===== src/rtl/sn_slave_regs.svh =====
// Timing constants and fixed codes for the serial number slave
`ifndef SN_SLAVE_REGS_SVH
`define SN_SLAVE_REGS_SVH

// System clock rate in MHz, cycles per microsecond
`define SN_CLK_MHZ 200

// Reset low interval lower bounds, microseconds
`define SN_RESET_LOW_STD_US 480
`define SN_RESET_LOW_FAST_US 60

// Write sample point after the falling edge, microseconds
`define SN_WRITE_SAMPLE_STD_US 30
`define SN_WRITE_SAMPLE_FAST_US 3

// Read zero hold time after the falling edge, microseconds
`define SN_READ_HOLD_STD_US 30
`define SN_READ_HOLD_FAST_US 3

// Presence wait interval after the line rises, microseconds
`define SN_PRESENCE_WAIT_STD_US 30
`define SN_PRESENCE_WAIT_FAST_US 3

// Presence low interval, microseconds
`define SN_PRESENCE_LOW_STD_US 120
`define SN_PRESENCE_LOW_FAST_US 16

// Command bytes
`define SN_CMD_READ_NUMBER 8'h33
`define SN_CMD_FAST_SKIP 8'h3c

// Registration number layout
`define SN_NUMBER_BITS 7'h40
`define SN_CMD_BITS 4'h8
`define SN_CRC_POLY 8'h8c
`define SN_CRC_INIT 8'h00

// Timer width and saturation value
`define SN_TIMER_MAX 17'h1ffff

`endif


===== src/rtl/sn_slave_pkg.sv =====
// Types shared by the serial number slave
package sn_slave_pkg;

  // Line phase of the slave
  typedef enum logic [1:0] {
    PH_IDLE,
    PH_LOW,
    PH_PRES_WAIT,
    PH_PRES_LOW
  } phase_t;

  // Protocol layer after a presence
  typedef enum logic [1:0] {
    MD_COMMAND,
    MD_READ,
    MD_SILENT
  } mode_t;

  // Open-drain pin drive pair
  typedef struct packed {
    logic out;  // Level driven when enabled, always low
    logic oe;   // High while the slave pulls the line
  } od_pin_t;

  // Entire state of the slave
  typedef struct packed {
    phase_t phase;      // Line phase
    mode_t mode;        // Protocol layer
    logic [16:0] timer; // Cycles since the last timing event
    logic fast;         // Overdrive timing in use
    logic [7:0] cmd;    // Command shift register
    logic [6:0] bits;   // Bits taken or sent in this protocol layer
    logic drive;        // Pull the line low
  } slave_state_t;

endpackage


===== src/rtl/single_wire_serial_number_slave.sv =====
// Open-drain single-wire slave returning a fixed 64-bit number
`timescale 1ns/1ps
`include "sn_slave_regs.svh"

module single_wire_serial_number_slave
  import sn_slave_pkg::*;
#(
  // Family code, arbitrary neutral value
  parameter logic [7:0] FAMILY_CODE = 8'h5a,
  // Serial number, arbitrary neutral value
  parameter logic [47:0] SERIAL_NUMBER = 48'h0000_1234_5678,
  // Long counts, shortened in simulation if wanted
  parameter logic [16:0] RESET_STD_CYC =
    17'(`SN_RESET_LOW_STD_US * `SN_CLK_MHZ),
  parameter logic [16:0] RESET_FAST_CYC =
    17'(`SN_RESET_LOW_FAST_US * `SN_CLK_MHZ),
  parameter logic [16:0] SAMPLE_STD_CYC =
    17'(`SN_WRITE_SAMPLE_STD_US * `SN_CLK_MHZ),
  parameter logic [16:0] HOLD_STD_CYC =
    17'(`SN_READ_HOLD_STD_US * `SN_CLK_MHZ),
  parameter logic [16:0] PWAIT_STD_CYC =
    17'(`SN_PRESENCE_WAIT_STD_US * `SN_CLK_MHZ),
  parameter logic [16:0] PLOW_STD_CYC =
    17'(`SN_PRESENCE_LOW_STD_US * `SN_CLK_MHZ)
)
(
  input wire logic clk_sys,
  input wire logic rst_n,
  input wire logic line_in,       // Sampled level of the data line
  output od_pin_t line_pin,       // Open-drain drive of the data line
  output logic fast_speed_flag    // Overdrive timing active
);

  // Short overdrive counts, all below the parameter limit
  localparam logic [16:0] SAMPLE_FAST_CYC =
    17'(`SN_WRITE_SAMPLE_FAST_US * `SN_CLK_MHZ);
  localparam logic [16:0] HOLD_FAST_CYC =
    17'(`SN_READ_HOLD_FAST_US * `SN_CLK_MHZ);
  localparam logic [16:0] PWAIT_FAST_CYC =
    17'(`SN_PRESENCE_WAIT_FAST_US * `SN_CLK_MHZ);
  localparam logic [16:0] PLOW_FAST_CYC =
    17'(`SN_PRESENCE_LOW_FAST_US * `SN_CLK_MHZ);

  // Reflected CRC, fed least significant bit first
  function automatic logic [7:0] crc8(input logic [55:0] data);
    logic [7:0] crc;
    logic feedback;
    crc = `SN_CRC_INIT;
    for (int i = 0; i < 56; i++)
    begin
      feedback = crc[0] ^ data[i];
      crc = {1'b0, crc[7:1]};
      if (feedback)
      begin
        crc = crc ^ `SN_CRC_POLY;
      end
    end
    return crc;
  endfunction

  // Choose the count for the current speed
  function automatic logic [16:0] pick(input logic fast,
                                       input logic [16:0] fast_cyc,
                                       input logic [16:0] std_cyc);
    return fast ? fast_cyc : std_cyc;
  endfunction

  // Fixed registration number, family in the low byte
  localparam logic [7:0] NUMBER_CRC =
    crc8({SERIAL_NUMBER, FAMILY_CODE});
  localparam logic [63:0] NUMBER =
    {NUMBER_CRC, SERIAL_NUMBER, FAMILY_CODE};

  slave_state_t s;       // Registered state
  slave_state_t next_s;  // Next state
  logic [16:0] next_timer_inc; // Saturating timer increment
  logic number_bit;      // Number bit due in the next read slot
  logic reset_seen;      // Ended low period was a reset

  // Saturating timer and current output bit
  always_comb
  begin
    next_timer_inc = (s.timer == `SN_TIMER_MAX) ? s.timer
                                                : s.timer + 17'h00001;
    number_bit = NUMBER[s.bits[5:0]];
    reset_seen = (s.timer >= pick(s.fast, RESET_FAST_CYC,
                                  RESET_STD_CYC));
  end

  // Next state of the slave
  always_comb
  begin
    next_s = s;
    case (s.phase)
      // Line released, wait for the master to pull low
      PH_IDLE:
      begin
        if (!line_in)
        begin
          next_s.phase = PH_LOW;
          next_s.timer = 17'h00000;
          // Read zero starts pulling right at the edge
          next_s.drive = (s.mode == MD_READ) && !number_bit;
        end
      end
      // Line low, measure and serve the slot
      PH_LOW:
      begin
        next_s.timer = next_timer_inc;
        // End the read-zero pull after the hold time
        if (s.timer >= pick(s.fast, HOLD_FAST_CYC, HOLD_STD_CYC)
                       - 17'h00001)
        begin
          next_s.drive = 1'b0;
        end
        // Low too long for a write one: leave the bit as zero
        if (s.mode == MD_COMMAND &&
            s.timer == pick(s.fast, SAMPLE_FAST_CYC, SAMPLE_STD_CYC))
        begin
          next_s.cmd = {line_in, s.cmd[7:1]};
          next_s.bits = s.bits + 7'h01;
        end
        // Line released by master and by us
        if (line_in && !s.drive)
        begin
          next_s.drive = 1'b0;
          next_s.timer = 17'h00000;
          if (reset_seen)
          begin
            next_s.phase = PH_PRES_WAIT;
            next_s.mode = MD_COMMAND;
            next_s.bits = 7'h00;
            if (s.timer >= RESET_STD_CYC)
            begin
              next_s.fast = 1'b0;
            end
          end
          else
          begin
            next_s.phase = PH_IDLE;
            // Released before the sample point: a written one
            if (s.mode == MD_COMMAND &&
                s.timer < pick(s.fast, SAMPLE_FAST_CYC, SAMPLE_STD_CYC))
            begin
              next_s.cmd = {1'b1, s.cmd[7:1]};
              next_s.bits = s.bits + 7'h01;
            end
            // Decode a completed command byte, last bit included
            if (s.mode == MD_COMMAND &&
                next_s.bits == 7'(`SN_CMD_BITS))
            begin
              next_s.bits = 7'h00;
              if (next_s.cmd == `SN_CMD_READ_NUMBER)
              begin
                next_s.mode = MD_READ;
              end
              else if (next_s.cmd == `SN_CMD_FAST_SKIP)
              begin
                next_s.mode = MD_SILENT;
                next_s.fast = 1'b1;
              end
              else
              begin
                next_s.mode = MD_SILENT;
              end
            end
            // Step to the next number bit after each read slot
            else if (s.mode == MD_READ)
            begin
              next_s.bits = s.bits + 7'h01;
              if (s.bits == `SN_NUMBER_BITS - 7'h01)
              begin
                next_s.mode = MD_SILENT;
              end
            end
          end
        end
      end
      // Line high after a reset, wait before presence
      PH_PRES_WAIT:
      begin
        next_s.timer = next_timer_inc;
        if (s.timer >= pick(s.fast, PWAIT_FAST_CYC, PWAIT_STD_CYC)
                       - 17'h00001)
        begin
          next_s.phase = PH_PRES_LOW;
          next_s.timer = 17'h00000;
          next_s.drive = 1'b1;
        end
      end
      // Presence pulse, pull the line low
      PH_PRES_LOW:
      begin
        next_s.timer = next_timer_inc;
        if (s.timer >= pick(s.fast, PLOW_FAST_CYC, PLOW_STD_CYC)
                       - 17'h00001)
        begin
          next_s.phase = PH_IDLE;
          next_s.timer = 17'h00000;
          next_s.drive = 1'b0;
        end
      end
      // Unreachable encoding, back to idle
      default:
      begin
        next_s.phase = PH_IDLE;
        next_s.drive = 1'b0;
      end
    endcase
  end

  // State register
  always_ff @(posedge clk_sys or negedge rst_n)
  begin
    if (!rst_n)
    begin
      // Silent and idle, no presence until a real bus reset
      s <= '{phase: PH_IDLE, mode: MD_SILENT, timer: 17'h00000,
             fast: 1'b0, cmd: 8'h00, bits: 7'h00, drive: 1'b0};
    end
    else
    begin
      s <= next_s;
    end
  end

  // Open-drain drive: only ever pulls low, slave never opens slots
  assign line_pin.out = 1'b0;
  assign line_pin.oe = s.drive;
  assign fast_speed_flag = s.fast;

endmodule


===== config.mk =====
export PLATFORM = sky130hd
export DESIGN_NAME = single_wire_serial_number_slave
export DESIGN_NICKNAME = d
export VERILOG_FILES = /design/src/rtl/sn_slave_pkg.sv /design/src/rtl/single_wire_serial_number_slave.sv
export VERILOG_INCLUDE_DIRS = /design/src /design/src/rtl
export SDC_FILE = /design/constraint.sdc
export NUM_CORES = 1
export LEC_CHECK = 0
export BUFFER_PORTS_ARGS = -buffer_cell sky130_fd_sc_hd__buf_2
export CAP_MARGIN = 20
export CORE_MARGIN = 2
export CORE_UTILIZATION = 55
export CTS_CLUSTER_DIAMETER = 80
export DETAILED_ROUTE_END_ITERATION = 8
export HOLD_SLACK_MARGIN = 0.06
export PLACE_DENSITY = 0.78
export SYNTH_ARGS = -nofsm -noshare
export SYNTH_HDL_FRONTEND = slang
export SYNTH_SLANG_ARGS = --single-unit

===== constraint.sdc =====
create_clock -name clk_sys -period 3 [get_ports clk_sys]
set_input_delay 0.15 -clock clk_sys [delete_from_list [all_inputs] [get_ports clk_sys]]
set_output_delay 0.15 -clock clk_sys [all_outputs]
set_load 0.005 [all_outputs]

# Yosys cells after proc, flatten, opt, wreduce, memory -nomap -nowiden
# Memory sizes are Yosys's and may differ from the RTL's.
# Cells that the tools add are included.
[totals]
inputBits = 3
out_inout_bits = 3
mem_bits_ro = 64
memories = 1
wordCells = 90
register_bits = 38
[op_classes]
n_eq_ne = 17
mux = 38
n_lt_le_gt_ge = 6
reduce_logical = 17
addsub = 4
[memory_table]
columns = ["name", "words", "width", "read_ports", "rd_clocked_by_memory_dff", "wr", "line_no", "rtl"]
rows = [
  ["(name not given)", 64, 1, 1, 0, 0, "single_wire_serial_number_slave.sv:85", "number_bit = NUMBER[s.bits[5:0]];"],
]
[op_table]
columns = ["op", "count"]
rows = [
  ["2-to-1 mux 15 bit", 6],
  ["2-to-1 mux 17 bit", 5],
  ["case mux 17 bit (4 select lines)", 1],
  ["greater-or-equal comparator 17 bit", 3],
  ["2-to-1 mux 38 bit", 1],
  ["2-to-1 mux 7 bit", 3],
  ["adder 17 x 1 -> 17 bit, second input constant", 1],
  ["equality test 17 bit", 1],
  ["equality test 17 bit, second input constant", 1],
  ["greater-or-equal comparator 17 bit, second input constant", 1],
  ["less-than comparator 17 bit", 1],
  ["equality test 8 x 6 -> 1 bit, second input constant", 2],
  ["subtractor 15 x 1 -> 16 bit, second input constant", 1],
  ["2-to-1 mux 2 bit", 7],
  ["subtractor 13 x 1 -> 14 bit, second input constant", 1],
  ["2-to-1 mux 13 bit", 1],
  ["AND reduction 4 bit", 3],
  ["2-to-1 mux 1 bit", 10],
  ["!= test 2 bit, second input constant", 5],
  ["2-to-1 mux 8 bit", 1],
  ["case mux 2 bit (4 select lines)", 1],
  ["adder 7 x 1 -> 7 bit, second input constant", 1],
  ["equality test 7 x 4 -> 1 bit, second input constant", 1],
  ["equality test 7 x 6 -> 1 bit, second input constant", 1],
  ["other kinds (13)", 23],
]

# Longest topological paths before layout
[logic_depth]
word_depth = 15
depth_mapped = 13
mapped_depth_nobuf = 10

# Worst setup path after synthesis
# Ideal clock, no wire load.
[synth_timing]
path_type = "reg-to-reg"
from = "register s (netlist bit fast_speed_flag)"
to = "register s[7] (netlist bit)"
path_stages_with_launch = 10
required_time_ns = 2.913
setup_ns = 0.087
slack_ns = 0.068
arrival_time_ns = 2.845
path_buffers = 0
period_less_slack_ns = 2.932
path_cell_list = "dfrtp_1 ha_1 nand4bb_2 or4b_4 and4_2 o2111ai_1 a22oi_4 a211oi_2 o211ai_1 o211ai_1"
[synth_via]
elab_chain_cells = 13
elab_cells_between_ends = 18
classes_between = "order compare (2); eq/ne (2); mux (11); reduce/logical (3)"
[synth_rtl]
columns = ["item", "line_no", "rtl"]
rows = [
  ["from (decl)", "single_wire_serial_number_slave.sv:74", "slave_state_t s;"],
  ["from (signal assigned)", "single_wire_serial_number_slave.sv:218", "s <= '{phase: PH_IDLE, mode: MD_SILENT, timer: 17'h00000,"],
  ["from (signal assigned)", "single_wire_serial_number_slave.sv:223", "s <= next_s;"],
  ["branches (longest 12 deep; another with less-than comparator 17 bit)", "n/a", ""],
  ["2-to-1 mux 38 bit *", "single_wire_serial_number_slave.sv:124", "if (line_in && !s.drive)"],
]
# Every way passes the cells marked *. The select of a mux whose other input is x is not followed.
# A chain may end at the register's enable or synchronous reset.

# Worst setup path in the final report
[layout_timing]
from = "register s (netlist bit fast_speed_flag)"
to = "register s[13] (netlist bit)"
[layout_via]
elab_chain_cells = 10
elab_cells_between_ends = 14
classes_between = "order compare (2); eq/ne (1); mux (9); reduce/logical (2)"
[layout_rtl]
columns = ["item", "line_no"]
rows = [
  ["branches (longest 9 deep; another with less-than comparator 17 bit)", "n/a"],
  ["2-to-1 mux 38 bit *", "single_wire_serial_number_slave.sv:124"],
]
# Marks and branches as above.

==> qor_table.md <==
| Quantity | Value |
|:---|:---|
| Run status | finished clean |
| Total of buffers placed on input and output ports | 4 |
| Setup_tns | 0 ps |
| Via total after detailed routing | 2989 |
| Highest ir drop seen on vdd | 0.216 mV |
| Total wirelength of the detailed-routed design | 7860 um |
| Max Fclk | 0.347 GHz |
| Count of synthesis-stage warnings from yosys | 0 |
| Avg WL per Cell | 17.1 um |
| Net switching component of the power | 0.208 mW |
| Lkg Pwr | 1.43 nW |
| Insertion delay of the later-clocked pin in the worst-skew pair | 300 ps |
| Worst endpoint data arrival time | 3060 ps |
| Count of pins over their slew limit | 0 |
| Post-synth EDFFs | 0 |
| Final critical delay including setup and external delays | 2880 ps |
| Fraction of registers with async set or reset after synthesis | 100% |
| Drt first-iter violations | 397 |
| Starting density of the core | 56.8% |
| Total congestion overflow | 0 |
| Worst Setup Slack post-DPL | 14.6 ps |
| Clock Path Buffers | 2 |
| Cell type contributing the most total cell area after synthesis | dfrtp_1 |
| Measured slew at the worst slew-check pin | 902 ps |
| Number of buffers inserted during clock tree synthesis | 5 |
| Register bit count reported by yosys | 38 |
| Worst Slack Setup Final | 120 ps |
| Multi-input combinational cell area | 0.00203 sq mm |
| GRT Total Usage | 25.7% |
| Unrepaired setup endpoints after global routing | yes |
| Vias in the first global route | 2682 |
| Dominant synthesized flop cell | dfrtp_1 |
| CP Class | flip-flop to flip-flop |
| Initial DRT Pass Iterations | 5 |
| Share of synthesized area occupied by flip-flops and latches | 30.5% |
| Site row count | 27 |
| Worst slew margin | 39.8% |
| Number of clock sinks | 38 |
| Count of mapped cells out of synthesis | 377 |
| Final nets | 410 |
| Vertical die dimension | 79.4 um |
| Mux contribution to synthesized area | 3.16% |
| Core Area | 0.00551 sq mm |
| Register Area | 953 sq um |
| Half-perimeter wire length of the detailed placement result | 5660 um |
| CTS H-tree lvls | 2 |
| Fill count | 468 |
| Mean instance size in the synthesized netlist | 8.29 sq um |
| Number of diodes added for antenna fixing | 0 |
| Clock transition at path regs | 80 ps |
| Wire length of the first global-routing pass | 12800 um |
| Clock tree from TritonCTS | yes |
| Remaining DRCs | 0 |
| Power density normalized to cell area | 267 mW/mm^2 |
| Max Fanout on Critical Path | 8 |
| Critical Path RT | 3180 ps |
| Number of max-cap violations | 0 |
| Adder and majority gate portion of the synthesized area | 8.01% |
| Clk pwr share | 41.8% |
| Die footprint | 0.00630 sq mm |
| Compound-cell area share of the yosys netlist | 23.5% |
| Maximum number of pins on one net before global-route repair | 39 |
| Top cells by instance count after synthesis | 37 x dfrtp_1, 37 x nand2_1, 31 x nor2_1 |
| Initial antenna violation count | 0 |
| Synthesized net count | 400 |
| Fraction of the mapped netlist area in simple logic gates | 27.8% |
| DIE WIDTH | 79.4 um |
| Share of final-layout standard cells stronger than drive strength 1 | 16.8% |
| Number of ports placed on the die boundary | 6 |
| Switching part of the total | 22.9% |
| Capturing element type of the critical path | flip-flop |
| Gate power share | 1.9% |
| Synth Cell Area | 0.00313 sq mm |
| Dominant cells by area after synthesis | dfrtp_1 30%, ha_1 8.0%, o21ai_0 4.5%, nand2_1 4.4%, nand3_1 4.2% |
| Syn-to-layout area delta | 8.77% |
| Post-synthesis cell type count | 69 |
| Area share of the largest cell type after synthesis | 29.6% |
| Internal power component | 0.701 mW |
| Proportion of power drawn by flip-flops and latches | 56.3% |
| Global placer's final weighted congestion | 0.937 |
| Final antenna-violating net count | 0 |
| Tightest Hold Check Type | input port to flip-flop |
| Parity-gate share of the synthesized area counting xor and xnor cells | 1.40% |
| Fin crit share | 96.0% |
| Final clock skew | 11.1 ps |
| Hold violation total from the final report | 0 |
| Dominant combinational cell family by area after synthesis | simple AND/OR/NAND/NOR gates |
| Vias per cell | 6.50 |
| CP startpoint kind | flip-flop |
| Clock Root Buffer | clkbuf_8 |
| Number of setup violations in the final report | 0 |
[stage by stage]
step / instances / power, mW / hold slack, ps / utilization [%] / cell area, sq um
global placement: 450 / 0.538 / 301 / 59.3 / 3260
finish: 460 / 0.909 / 280 / 61.7 / 3400
CTS: 459 / 0.912 / 263 / 61.2 / 3370
floorplan: 377 / 0.526 / -146 / - / 3130
global route: 460 / 0.927 / 318 / 61.7 / 3400
detailed placement: 450 / 0.538 / 324 / 59.3 / 3260
[power by group through the flow]
| stage | logic, mW | registers (mW) | clock network [mW] |
|---|---|---|---|
| floorplan | 0.00377 | 0.522 | 0 |
| global placement | 0.0159 | 0.522 | 0 |
| detailed placement | 0.0166 | 0.522 | 0 |
| CTS | 0.0175 | 0.512 | 0.383 |
| global route | 0.0200 | 0.512 | 0.395 |
| finish | 0.0172 | 0.512 | 0.380 |
[logic make-up (layout without fill, tap and decap cells)]
kind of cell / Yosys count / after routing
flip-flops: 38 / 38
other: 1 / 1
AO/OA/AOI/OAI: 107 / 107
multiplexers: 9 / 9
adder cells (fa/ha/maj): 20 / 20
XOR/XNOR: 5 / 5
buffers and inverters: 38 / 49
AND/OR/NAND/NOR: 159 / 159
[per-layer routing]
| layer | part of all wire [%] | vias to the layer above | GRT usage (%) |
|---|---|---|---|
| li1 | - | 1412 | - |
| met1 | 47 | 1412 | 36.7 |
| met2 | 45 | 150 | 40.4 |
| met3 | 6.6 | 15 | 3.62 |
| met4 | 1.3 | 0 | 8.28 |
| met5 | 0 | - | 0 |
[cells in the final DEF (no fill, tap or decap), drive strengths merged, types with 6 or more instances in the layout]
cell / count
a21oi: 25
a31oi: 10
and3: 6
buf: 22
clkbuf: 7
dfrtp: 37
ha: 20
inv: 18
mux2: 7
nand2: 38
nand3: 26
nand4: 9
nor2: 32
nor2b: 9
nor3: 8
o211ai: 8
o21ai: 29
o31ai: 7
[worst max-delay path, stage by stage, from the launching register on]
cell,delay (ps)
dfrtp_2,470
buf_4,170
inv_1,190
ha_1,290
nor2b_1,140
o21a_1,160
o21ai_0,150
a31o_2,230
nand4_1,110
a21oi_2,450
mux2_2,390
[layout make-up]
cell class              instances  share of cell area [%]
clock buffers                   7                    2.54
clock inverters                 1                   0.147
inverters                      18                    1.99
multi-input cells             301                    59.8
flip-flops and latches         38                    28.0
well taps                      72                    2.65
repair buffers                 23                    4.86
[registers in the layout, summed over array words and instances, names as in the netlist, named ones only]
name             flops
s                   35
fast_speed_flag      1
line_pin             1
[final timing paths]
path | start | end | slack, ps | cells past startpoint
min in group asynchronous | rst_n | s[24] | 510 | 2
worst min register to register | s[8] | s[8] | 530 | 1
worst min-delay path | line_in | s[36] | 280 | 4
worst max register to register | fast_speed_flag | s[13] | 120 | 10
max in group asynchronous | rst_n | fast_speed_flag | 1870 | 2
worst max-delay path | fast_speed_flag | s[13] | 120 | 10
[what timing repair did]
action	CTS	global route
hold buffers	1	0
gates resized for setup	1	6
endpoints found under the setup margin	2	16
buffers inserted	0	1
hold endpoints to repair	37	0
pin swaps	0	4
(Power assumes the default switching activity.)
